<file path="src/include/vsg_pkg.sv">
// Constants for the video sync restart and reprogram block
package vsg_pkg;
    localparam int          CNT_W          = 12;
    localparam int          DATA_W         = 12;
    localparam int          ADDR_W         = 4;
    localparam int          CLK_EN_BIT     = 10;
    localparam logic [11:0] CNT_ONE        = 12'h001;
    localparam logic [11:0] CNT_ZERO       = 12'h000;
    // Register indices
    localparam logic [3:0]  REG_STATUS     = 4'h0;
    localparam logic [3:0]  REG_H_END      = 4'h1;
    localparam logic [3:0]  REG_H_BLK_END  = 4'h2;
    localparam logic [3:0]  REG_H_DRV_BEG  = 4'h3;
    localparam logic [3:0]  REG_H_DRV_END  = 4'h4;
    localparam logic [3:0]  REG_V_END      = 4'h5;
    localparam logic [3:0]  REG_V_BLK_END  = 4'h6;
    localparam logic [3:0]  REG_V_DRV_BEG  = 4'h7;
    localparam logic [3:0]  REG_V_DRV_END  = 4'h8;
    localparam logic [3:0]  REG_H_SYN_BEG  = 4'h9;
    localparam logic [3:0]  REG_H_SYN_END  = 4'hA;
    localparam logic [3:0]  REG_V_SYN_BEG  = 4'hB;
    localparam logic [3:0]  REG_V_SYN_END  = 4'hC;
    localparam int          NUM_REGS       = 13;
    // Built-in defaults, counts start at 1
    localparam logic [11:0] DEF_STATUS     = 12'h000;
    localparam logic [11:0] DEF_H_END      = 12'h38E;
    localparam logic [11:0] DEF_H_BLK_END  = 12'h09C;
    localparam logic [11:0] DEF_H_DRV_BEG  = 12'h001;
    localparam logic [11:0] DEF_H_DRV_END  = 12'h05B;
    localparam logic [11:0] DEF_V_END      = 12'h20D;
    localparam logic [11:0] DEF_V_BLK_END  = 12'h028;
    localparam logic [11:0] DEF_V_DRV_BEG  = 12'h001;
    localparam logic [11:0] DEF_V_DRV_END  = 12'h016;
    localparam logic [11:0] DEF_H_SYN_BEG  = 12'h017;
    localparam logic [11:0] DEF_H_SYN_END  = 12'h05A;
    localparam logic [11:0] DEF_V_SYN_BEG  = 12'h007;
    localparam logic [11:0] DEF_V_SYN_END  = 12'h00C;
endpackage : vsg_pkg

</file>
<file path="src/logic/vsg_sync_gen.sv">
// Sync generator core with clear, vectored restart and live reprogramming
//
// What this block does
// - Clear pulse reloads every timing and status register with its default.
// - Clock-enable bit 10 of status defaults to 0 after clear.
// - Vectored restart leaves all programmed register contents unchanged.
// - First frame after restart: drives start at first clock, end as programmed.
// - From the second clock of the next frame, drives return to programmed start and end times.
// - End lowered below running count: counter runs to 4095 then wraps to 0.
// - Host may finish reprogramming with restart; all counters restart at one.
`timescale 1ns/1ps
module vsg_sync_gen
    import vsg_pkg::*;
(
    // Clock and reset
    input  wire logic                      clock_in,
    input  wire logic                      reset_in,
    // Control
    input  wire logic                      clear_pulse_in,
    input  wire logic                      restart_in,
    // Register load port
    input  wire logic                      load_in,
    input  wire logic [vsg_pkg::ADDR_W-1:0] load_addr_in,
    input  wire logic [vsg_pkg::DATA_W-1:0] load_data_in,
    // Video outputs
    output logic                           hsync_out,
    output logic                           vsync_out,
    output logic                           hblank_out,
    output logic                           vblank_out,
    output logic                           hdrive_out,
    output logic                           vdrive_out,
    output logic                           clock_enabled_out
);
    import vsg_pkg::*;

    ////////////////////////////////////////////////////////////////////////
    typedef enum logic [1:0] {
        VSG_NORMAL  = 2'b01,
        VSG_FIRST   = 2'b10
    } vsg_frame_e;

    logic [DATA_W-1:0] regs_q [NUM_REGS];
    logic [DATA_W-1:0] defaults [NUM_REGS];
    logic [CNT_W-1:0]  hcnt_q;
    logic [CNT_W-1:0]  vcnt_q;
    vsg_frame_e        frame_q;
    vsg_frame_e        frame_d;

    assign defaults[REG_STATUS]    = DEF_STATUS;
    assign defaults[REG_H_END]     = DEF_H_END;
    assign defaults[REG_H_BLK_END] = DEF_H_BLK_END;
    assign defaults[REG_H_DRV_BEG] = DEF_H_DRV_BEG;
    assign defaults[REG_H_DRV_END] = DEF_H_DRV_END;
    assign defaults[REG_V_END]     = DEF_V_END;
    assign defaults[REG_V_BLK_END] = DEF_V_BLK_END;
    assign defaults[REG_V_DRV_BEG] = DEF_V_DRV_BEG;
    assign defaults[REG_V_DRV_END] = DEF_V_DRV_END;
    assign defaults[REG_H_SYN_BEG] = DEF_H_SYN_BEG;
    assign defaults[REG_H_SYN_END] = DEF_H_SYN_END;
    assign defaults[REG_V_SYN_BEG] = DEF_V_SYN_BEG;
    assign defaults[REG_V_SYN_END] = DEF_V_SYN_END;

    ////////////////////////////////////////////////////////////////////////
    wire clear_all   = reset_in | clear_pulse_in;
    wire clk_en      = regs_q[REG_STATUS][CLK_EN_BIT];
    wire run         = clk_en & ~clear_all & ~restart_in;
    // Restart shows count one at once, so the first clock is not stale
    wire restart_go  = restart_in & ~clear_all;
    wire show        = clk_en & ~clear_all;
    // Exact compare only: a passed end is missed and the counter wraps
    wire h_at_end    = (hcnt_q == regs_q[REG_H_END]);
    wire v_at_end    = (vcnt_q == regs_q[REG_V_END]);
    wire frame_done  = h_at_end & v_at_end;
    wire [CNT_W-1:0] hcnt_next = h_at_end ? CNT_ONE : hcnt_q + CNT_ONE;
    wire [CNT_W-1:0] vcnt_next = v_at_end ? CNT_ONE : vcnt_q + CNT_ONE;
    wire [CNT_W-1:0] hcnt_d    = restart_go ? CNT_ONE : run ? hcnt_next : hcnt_q;
    wire [CNT_W-1:0] vcnt_d    = restart_go ? CNT_ONE : (run & h_at_end) ? vcnt_next : vcnt_q;
    wire first_frame = restart_go | (frame_q == VSG_FIRST);
    // First frame after restart: drive starts at the first count
    wire [CNT_W-1:0] hdrv_beg = first_frame ? CNT_ONE : regs_q[REG_H_DRV_BEG];
    wire [CNT_W-1:0] vdrv_beg = first_frame ? CNT_ONE : regs_q[REG_V_DRV_BEG];
    wire hsync_d  = (hcnt_d >= regs_q[REG_H_SYN_BEG]) & (hcnt_d <= regs_q[REG_H_SYN_END]);
    wire vsync_d  = (vcnt_d >= regs_q[REG_V_SYN_BEG]) & (vcnt_d <= regs_q[REG_V_SYN_END]);
    wire hblank_d = (hcnt_d <= regs_q[REG_H_BLK_END]);
    wire vblank_d = (vcnt_d <= regs_q[REG_V_BLK_END]);
    wire hdrive_d = (hcnt_d >= hdrv_beg) & (hcnt_d <= regs_q[REG_H_DRV_END]);
    wire vdrive_d = (vcnt_d >= vdrv_beg) & (vcnt_d <= regs_q[REG_V_DRV_END]);

    always_comb begin
        frame_d = frame_q;
        case (frame_q)
            VSG_NORMAL: frame_d = VSG_NORMAL;
            VSG_FIRST:  frame_d = (run & frame_done) ? VSG_NORMAL : VSG_FIRST;
            default:    frame_d = VSG_NORMAL;
        endcase
    end

    ////////////////////////////////////////////////////////////////////////
    // Register file, loads accepted regardless of clock enable
    always_ff @(posedge clock_in) begin
        for (int i = 0; i < NUM_REGS; i++) begin
            if (clear_all) begin
                regs_q[i] <= defaults[i];
            end else if (load_in && load_addr_in == ADDR_W'(i)) begin
                regs_q[i] <= load_data_in;
            end
        end
    end

    // Counters; restart keeps registers and reloads counts
    always_ff @(posedge clock_in) begin
        if (clear_all || restart_in) begin
            hcnt_q  <= CNT_ONE;
            vcnt_q  <= CNT_ONE;
            frame_q <= restart_in && !clear_all ? VSG_FIRST : VSG_NORMAL;
        end else begin
            hcnt_q  <= hcnt_d;
            vcnt_q  <= vcnt_d;
            frame_q <= frame_d;
        end
    end

    // Outputs are registered and hold while halted
    always_ff @(posedge clock_in) begin
        if (clear_all) begin
            hsync_out         <= 1'b0;
            vsync_out         <= 1'b0;
            hblank_out        <= 1'b0;
            vblank_out        <= 1'b0;
            hdrive_out        <= 1'b0;
            vdrive_out        <= 1'b0;
            clock_enabled_out <= 1'b0;
        end else begin
            clock_enabled_out <= clk_en;
            if (show) begin
                hsync_out  <= hsync_d;
                vsync_out  <= vsync_d;
                hblank_out <= hblank_d;
                vblank_out <= vblank_d;
                hdrive_out <= hdrive_d;
                vdrive_out <= vdrive_d;
            end
        end
    end
endmodule : vsg_sync_gen

</file>
<file path="config.mk">
export PLATFORM = sky130hd
export DESIGN_NAME = vsg_sync_gen
export DESIGN_NICKNAME = d
export VERILOG_FILES = /design/src/include/vsg_pkg.sv /design/src/logic/vsg_sync_gen.sv
export SDC_FILE = /design/constraint.sdc
export NUM_CORES = 1
export LEC_CHECK = 0
export ABC_AREA = 1
export BUFFER_PORTS_ARGS = -buffer_cell sky130_fd_sc_hd__buf_2
export CORE_MARGIN = 2
export CORE_UTILIZATION = 50
export CTS_CLUSTER_SIZE = 24
export DETAILED_ROUTE_END_ITERATION = 8
export PLACE_DENSITY = 0.66
export SYNTH_ARGS = -nofsm -noshare
export SYNTH_HDL_FRONTEND = slang
export SYNTH_SLANG_ARGS = --single-unit
</file>
<file path="constraint.sdc">
create_clock -name clock_in -period 4.2 [get_ports clock_in]
set_input_delay 0.21 -clock clock_in [delete_from_list [all_inputs] [get_ports clock_in]]
set_output_delay 0.21 -clock clock_in [all_outputs]
set_load 0.01 [all_outputs]
</file>
# Word-level counts from Yosys, hierarchy flattened
# Memories as Yosys holds them, arrays and structs flattened.
# Index checks and enable logic that the tools add are counted.
[op_classes]
add_sub_neg = 2
n_lt_le_gt_ge = 10
n_eq_ne = 15
mux = 66
n_bitwise = 27
n_reduce_logical = 17
[ops]
columns = ["operator", "n"]
rows = [
  ["12-bit two-way mux", 21],
  ["12-bit less-or-equal comparator", 6],
  ["12-bit >= comparator", 4],
  ["1-bit two-way mux", 41],
  ["12-bit by 1-bit adder with 12-bit output, second input constant", 2],
  ["12-bit equality test", 2],
  ["4-bit equality test, second input constant", 5],
  ["4-bit by 3-bit equality test with 1-bit output, second input constant", 4],
  ["1-bit bitwise OR", 15],
  ["1-bit logical AND", 14],
  ["1-bit AND", 10],
  ["4-bit by 2-bit equality test with 1-bit output, second input constant", 2],
  ["2-bit two-way mux", 4],
  ["4-bit by 1-bit equality test with 1-bit output, second input constant", 1],
  ["4-bit zero test", 1],
  ["2-bit equality test, second input constant", 1],
  ["1-bit inverter", 2],
  ["1-bit zero test", 1],
  ["1-bit logical OR", 1],
]
[totals]
regBits = 33
mem_bits_rw = 156
input_bits = 21
out_inout_bits = 7
word_cells = 148
n_memories = 1
[mem_list]
columns = ["name", "words", "width", "rd", "rd_clocked_by_memory_dff", "write_ports", "line", "source"]
rows = [
  ["regs_q", 13, 12, 13, 0, 13, "vsg_sync_gen.sv:42", "logic [DATA_W-1:0] regs_q [NUM_REGS];"],
]

# Logic depth before layout (Yosys ltp)
# Gate-level depths: netlist of the first run.
[depth]
depth_word = 9
mapped_depth = 30
mapped_depth_nobuf = 30

# Least setup slack after synthesis of the first run
# OpenSTA, ideal clock, no wires.
[synth_path]
path_type = "register -> register"
startpoint = "memory regs_q[0][10]"
endpoint = "register vdrive_out"
setup_ps = 132
arrival_ps = 2779
t_required_ps = 4068
slack_ps = 1289
stages_incl_launch_ff = 27
n_path_buf = 0
period_less_slack_ps = 2911
path_cell_list = "edfxtp_1 -> inv_1 -> nor2_8 -> inv_4 -> nor2_2 -> nand2_4 -> clkinv_2 -> nand2_2 -> nor2_4 -> nand4_4 -> nor2_4 -> nand2_2 -> nand2_1 -> inv_2 -> nor2_1 -> ha_1 -> nand2_1 -> inv_1 -> nand3_1 -> nor3_1 -> nand4_1 -> nor2_1 -> nor2_1 -> nand2_1 -> nand2_1 -> nand2_1 -> a21oi_1"
[synth_rtl]
columns = ["element", "line", "source"]
rows = [
  ["start: declaration", "vsg_sync_gen.sv:42", ""],
  ["end signal: assignment", "vsg_sync_gen.sv:141", "vdrive_out <= vdrive_d;"],
  ["end: declaration", "vsg_sync_gen.sv:31", "output logic vdrive_out,"],
]

==> impl_metrics.csv, run 1 <==
group,metric,value,unit
status,status,"finished, final reports clean",
timing,finalCriticalPeriod,3660,ps
placed_design,dpl.hpwl,19300,um
grt,grt_usage,0.256,
synth,synth.area.top_cells,"edfxtp_1 41%, ha_1 13%, nand2_1 9.7%",
synth,synth.most_common_cell,"nand2_1",
clocking,cts_made_buffers,17,
grt,grt_pass1_vias,7837,
critical_path,crit_path_end,"vdrive_out",
clocking,clk_pin_slew,70,ps
clocking,ctsRootBufferMaster,"clkbuf_16",
route,antenna_left,0,
hold_path,holdPathStages,3,
synth,ys_types,45,
clocking,clk_latency,450,ps
critical_path,end_kind,"flop",
critical_path,reg2reg_depth,21,
timing,clock_skew,12.7,ps
hold_path,hold_path_class,"input port to flop",
final_layout,layoutNonFillerInstCount,1602,
floorplanning,start_util,0.508,
critical_path,critical_path_class,"flop to flop",
floorplanning,io_pins,28,
placed_design,dpl_cell_area,0.0112,sq mm
synth,synth.largest_area_cell,"edfxtp_1",
synth,yosysWarnings,0,
placed_design,place_ws,572,ps
critical_path,crit_path_cell_trace,"inv_1 > nor2_8 > inv_4 > nor2_2 > nand2_4 > clkinv_2 > nand2_2 > nor2_4 > nand4_4 > nor2_2 > nand2_1 > nand2_1 > inv_2 > nor3_2 > ha_1 > a21oi_1 > nor3_1 > a211oi_1 > a21oi_1 > nand2_1 > a21oi_1",
power,power_density,332,mW/mm^2
final_layout,fin_util,0.561,
final_layout,n_antenna_cell,0,
route,first_pass_iters,5,
floorplanning,fp.dieH,150,um
critical_path,arrival,3970,ps
grt,grt_pass1_wl,42300,um
timing,slew_viol_final,0,
timing,timing.final.ws_setup,540,ps
route,wl_per_cell,17.3,um
synth,synth_seq_cells,178,
critical_path,rrSetupSlack,540,ps
route,drc_errors,0,
placed_design,portBuffers,27,
synth,syn_avg_cell_area,8.38,sq um
route,vias,8418,
critical_path,worstSetupStartpointType,"flop",
power,ir_worst_vdd,0.000272,V
critical_path,r2r_start,"regs_q[0][10]",
timing,final.setup.tns,0,ps
run,maxCapViolCount,0,
timing,period_share,0.871,
timing,fmax,273,MHz
final_layout,nets,1445,
critical_path,worst-path-max-fanout,7,
power,power,3.90,mW
clocking,clock_path_buffers,2,
grt,grt_max_degree,23,
route,drtIter0Drc,636,
synth,syn_inst,1270,
grt,grt_overflow,0,
final_layout,syn_to_final_growth,10.4,%
synth,synth_nets,1401,
clocking,h-tree-depth,4,
synth,ys.flop_type,"edfxtp_1",
timing,slew_headroom,0.383,
final_layout,stdcell_area,0.0118,sq mm
floorplanning,die_area,0.0225,sq mm
clocking,cts_tree,"done",
timing,tightest_slew,919,ps
synth,synth_area,0.0106,sq mm
critical_path,slowest_delay,510,ps
critical_path,slowest_stage,"nor3_2",
final_layout,regArea,0.00501,sq mm
final_layout,multiInputGateArea,0.00460,sq mm
synth,ys_seq_area_frac,0.471,
floorplanning,core.rowCount,53,
power,p_leak,5.52,nW
route,routed_wl,27700,um
grt,antenna_found_initial,0,
clocking,clock-sinks,178,
timing,rsz0062_at_grt,"no",
timing,finalHoldViolations,0,
route,vias_per_cell,5.25,
synth,synthTopCellsByCount,"275 x nand2_1, 230 x inv_1, 208 x nor2_1, 145 x edfxtp_1, 110 x ha_1",
critical_path,cp-startpoint,"regs_q[0][10]",
synth,netlist.area_leader.share,0.409,
placed_design,place_inst,1569,
critical_path,rr_endpoint,"vdrive_out",
synth,synthArstFlopShare,0,
floorplanning,die_w,150,um
critical_path,cp.required,4510,ps
synth,synth_edf_count,145,
final_layout,layout-drive-gt1-share,0.0897,
timing,whs,122,ps
floorplanning,core_area,0.0210,sq mm
timing,setup_violations,0,
placed_design,routabilityCongestion,0.881,
final_layout,nFillCells,1944,
[final cells by class]
| cell class | instances | area share |
|---|---|---|
| clock buffers | 17 | 0.0362 |
| multi-input cells | 821 | 0.391 |
| flip-flops and latches | 178 | 0.427 |
| repair buffers | 45 | 0.0232 |
| inverters | 251 | 0.0805 |
| well taps | 275 | 0.0293 |
| clock inverters | 15 | 0.0127 |
[cell families after synthesis]
logic type | Yosys count | share of synthesized area
fa+ha+maj | 110 | 0.129
simple gates | 606 | 0.244
xor+xnor | 10 | 0.00823
buf+inv | 271 | 0.0964
flops | 178 | 0.471
compound gates | 95 | 0.0513
[registers in the layout, summed over array words and instances, names as in the netlist]
name / cells
hdrive_out: 1
vblank_out: 1
vsync_out: 1
clock_enabled_out: 1
hcnt_q: 12
hsync_out: 1
hblank_out: 1
vdrive_out: 1
frame_q: 2
vcnt_q: 12
regs_q: 145
[how the worst min path moves through the flow]
stage	startpoint	to
2_1_floorplan	restart_in	hcnt_q[11]
3_3_place_gp	restart_in	hcnt_q[11]
3_5_place_dp	restart_in	hcnt_q[11]
4_1_cts	load_data_in[10]	regs_q[2][10]
5_1_grt	load_data_in[10]	regs_q[2][10]
6_report	load_data_in[10]	regs_q[2][10]
[critical path, delay by kind of cell, from the launching register on]
| kind | cells | cell delay (ps) |
|---|---|---|
| and+or+nand+nor | 12 | 1800 |
| AOI/OAI and AO/OA | 4 | 490 |
| buffers and inverters | 4 | 470 |
| DFF | 1 | 390 |
| adders and majority gates | 1 | 360 |
[timing repair]
action	in CTS	in global routing
buffers inserted	0	0
gates resized for setup	0	0
hold endpoints to repair	2	0
hold buffers	1	0
[layout by cell type, fill, tap and decap left out, types with 4 or more instances in the layout]
cell type    n
xor2_1       5
buf_2       27
a21oi_1     42
xnor2_1      5
clkbuf_16   17
nor2_2       7
nand3_1     34
inv_1      230
a31oi_1      5
nand2_4      4
nor4_1      13
o21ai_0     23
nor2_1     208
edfxtp_1   145
dfxtp_1     33
nand4_1     13
clkinv_1     7
a211oi_1     6
o21bai_1     4
inv_2       13
nand2_1    275
nand2_2      4
inv_6        4
buf_4       17
a21boi_0     4
ha_1       110
nor3_1      32
[power breakdown]
group / internal [mW] / switching (mW)
logic: 0.0815 / 0.212
registers: 1.98 / 0.0280
clock network: 0.836 / 0.761
[layer usage]
layer	vias to the layer above	GRT usage	share of wire
met5	-	0	0
met1	3906	0.347	0.43
met3	60	0.0366	0.072
met4	0	0.0920	0.028
li1	4166	-	-
met2	286	0.421	0.47
Power figures use the tool's default switching activity.
==> run 2, diff against run 1 <==
- clock period: 4.2 -> 4.55 ns (I/O delays scaled with it)
==> run 2 against run 1 <==
Combinational power down 9.5%. Routed wire length fell by 1.8%. Via count is 1.7% lower.
==> impl_metrics.csv, run 2 (same netlist as run 1, synthesis figures left out) <==
group,metric,value,unit
status,status,"finished, final reports clean",
clocking,clk_latency,440,ps
critical_path,end_kind,"flop",
critical_path,cp.required,4860,ps
timing,slew_headroom,0.191,
power,ir_worst_vdd,0.000264,V
timing,slew_viol_final,0,
critical_path,path_delay_family,"simple AND/OR/NAND/NOR gates",
critical_path,critical_path_class,"flop to flop",
critical_path,slowest_delay,910,ps
route,drc_errors,0,
final_layout,nets,1438,
grt,grt_pass1_vias,7693,
floorplanning,die_area,0.0225,sq mm
critical_path,worstSetupStartpointType,"flop",
grt,grt_pass1_wl,41700,um
final_layout,n_antenna_cell,0,
route,wl_per_cell,17.1,um
floorplanning,io_pins,28,
grt,grt_overflow,0,
route,drtIter0Drc,572,
final_layout,largest_register_ffs,145,
timing,period_share,0.805,
clocking,clock_path_buffers,2,
floorplanning,start_util,0.508,
timing,final.setup.tns,0,ps
hold_path,holdPathStages,2,
route,vias,8276,
power,p_leak,5.48,nW
final_layout,top_regs,"regs_q x145, hcnt_q x12, vcnt_q x12",
floorplanning,fp.dieH,150,um
clocking,hold_buffers,0,
critical_path,rrSetupSlack,890,ps
floorplanning,core_area,0.0210,sq mm
critical_path,r2r_start,"hcnt_q[5]",
clocking,cts_setup_buffers,0,
route,first_pass_iters,7,
floorplanning,core.rowCount,53,
route,antenna_left,0,
placed_design,dpl_cell_area,0.0111,sq mm
timing,rsz0062_at_grt,"no",
placed_design,routabilityCongestion,0.889,
clocking,h-tree-depth,4,
final_layout,layout-drive-gt1-share,0.0841,
timing,finalCriticalPeriod,3660,ps
critical_path,slowest_stage,"nor3_1",
timing,timing.final.ws_setup,885,ps
hold_path,hold_path_class,"input port to flop",
floorplanning,die_w,150,um
final_layout,multiInputGateArea,0.00460,sq mm
critical_path,worst-path-max-fanout,7,
timing,setup_violations,0,
route,routed_wl,27200,um
final_layout,stdcell_area,0.0117,sq mm
critical_path,arrival,3970,ps
grt,antenna_found_initial,1,
critical_path,rr_endpoint,"vsync_out",
clocking,clock-sinks,178,
final_layout,final_cell_mix,"275 x nand2_1, 230 x inv_1, 208 x nor2_1",
placed_design,dpl.hpwl,19200,um
route,vias_per_cell,5.19,
placed_design,portBuffers,27,
clocking,ctsRootBufferMaster,"clkbuf_16",
critical_path,reg2reg_depth,23,
timing,fmax,273,MHz
critical_path,crit_path_cell_trace,"nand2_1 > clkinv_1 > nor2_1 > nor2_1 > nand2_1 > nor2_1 > nand3_1 > inv_1 > nand2_1 > nand2_1 > inv_1 > nor3_1 > ha_1 > nand2_1 > nand2_1 > a21oi_1 > nand2_1 > nand2_1 > nand2_1 > nand2_1 > a21oi_1 > nand2_1 > a21oi_1",
clocking,cts_tree,"done",
final_layout,layout_commonest_cell,"nand2_1",
timing,tightest_slew,1200,ps
final_layout,nFillCells,1926,
timing,whs,20.1,ps
hold_path,hp-start,"restart_in",
placed_design,place_ws,962,ps
final_layout,regArea,0.00501,sq mm
grt,grt_max_degree,23,
grt,grt_usage,0.252,
timing,finalHoldViolations,0,
final_layout,largest-register,"regs_q",
critical_path,cpMostUsedCell,"nand2_1",
final_layout,fin_util,0.558,
clocking,post_cts_resized,0,
final_layout,syn_to_final_growth,9.85,%
power,power_density,308,mW/mm^2
timing,clock_skew,9.41,ps
critical_path,cp_num_buf_inv,3,
hold_path,hold_end,"hcnt_q[11]",
clocking,clk_pin_slew,70,ps
clocking,cts_made_buffers,17,
run,maxCapViolCount,0,
-- run 2: report_power, final --
part	internal (mW)	total, mW	switching (mW)
clock network	0.809	1.47	0.663
registers	1.83	1.86	0.0263
logic	0.0741	0.266	0.192
-- run 2: area by class of cell --
class	count	area share
repair buffers	38	0.0186
inverters	251	0.0809
clock inverters	13	0.0115
multi-input cells	821	0.394
clock buffers	19	0.0370
flip-flops and latches	178	0.429
well taps	275	0.0294
-- run 2: stage by stage --
stage / total power [mW] / instances
2_1_floorplan: 2.06 / 1270
5_1_grt: 3.70 / 1595
3_3_place_gp: 2.15 / 1563
6_report: 3.60 / 1595
3_5_place_dp: 2.16 / 1563
4_1_cts: 3.59 / 1595
-- run 2: how the worst max path moves through the flow --
stage,endpoint,slack (ps),cells past startpoint,start
floorplan,vdrive_out,1640,26,regs_q[0][10]
global placement,vsync_out,1040,27,regs_q[0][10]
detailed placement,vdrive_out,960,27,regs_q[0][10]
CTS,vdrive_out,920,27,regs_q[0][10]
global route,vsync_out,570,23,hcnt_q[3]
finish,vsync_out,890,23,hcnt_q[5]
-- run 2: metal layers --
metal	global-route usage	wire length [um]	vias up
li1	-	-	4148
met1	0.346	12200	3835
met2	0.404	12600	240
met3	0.0433	1780	51
met4	0.0844	672	2
met5	0	7	-
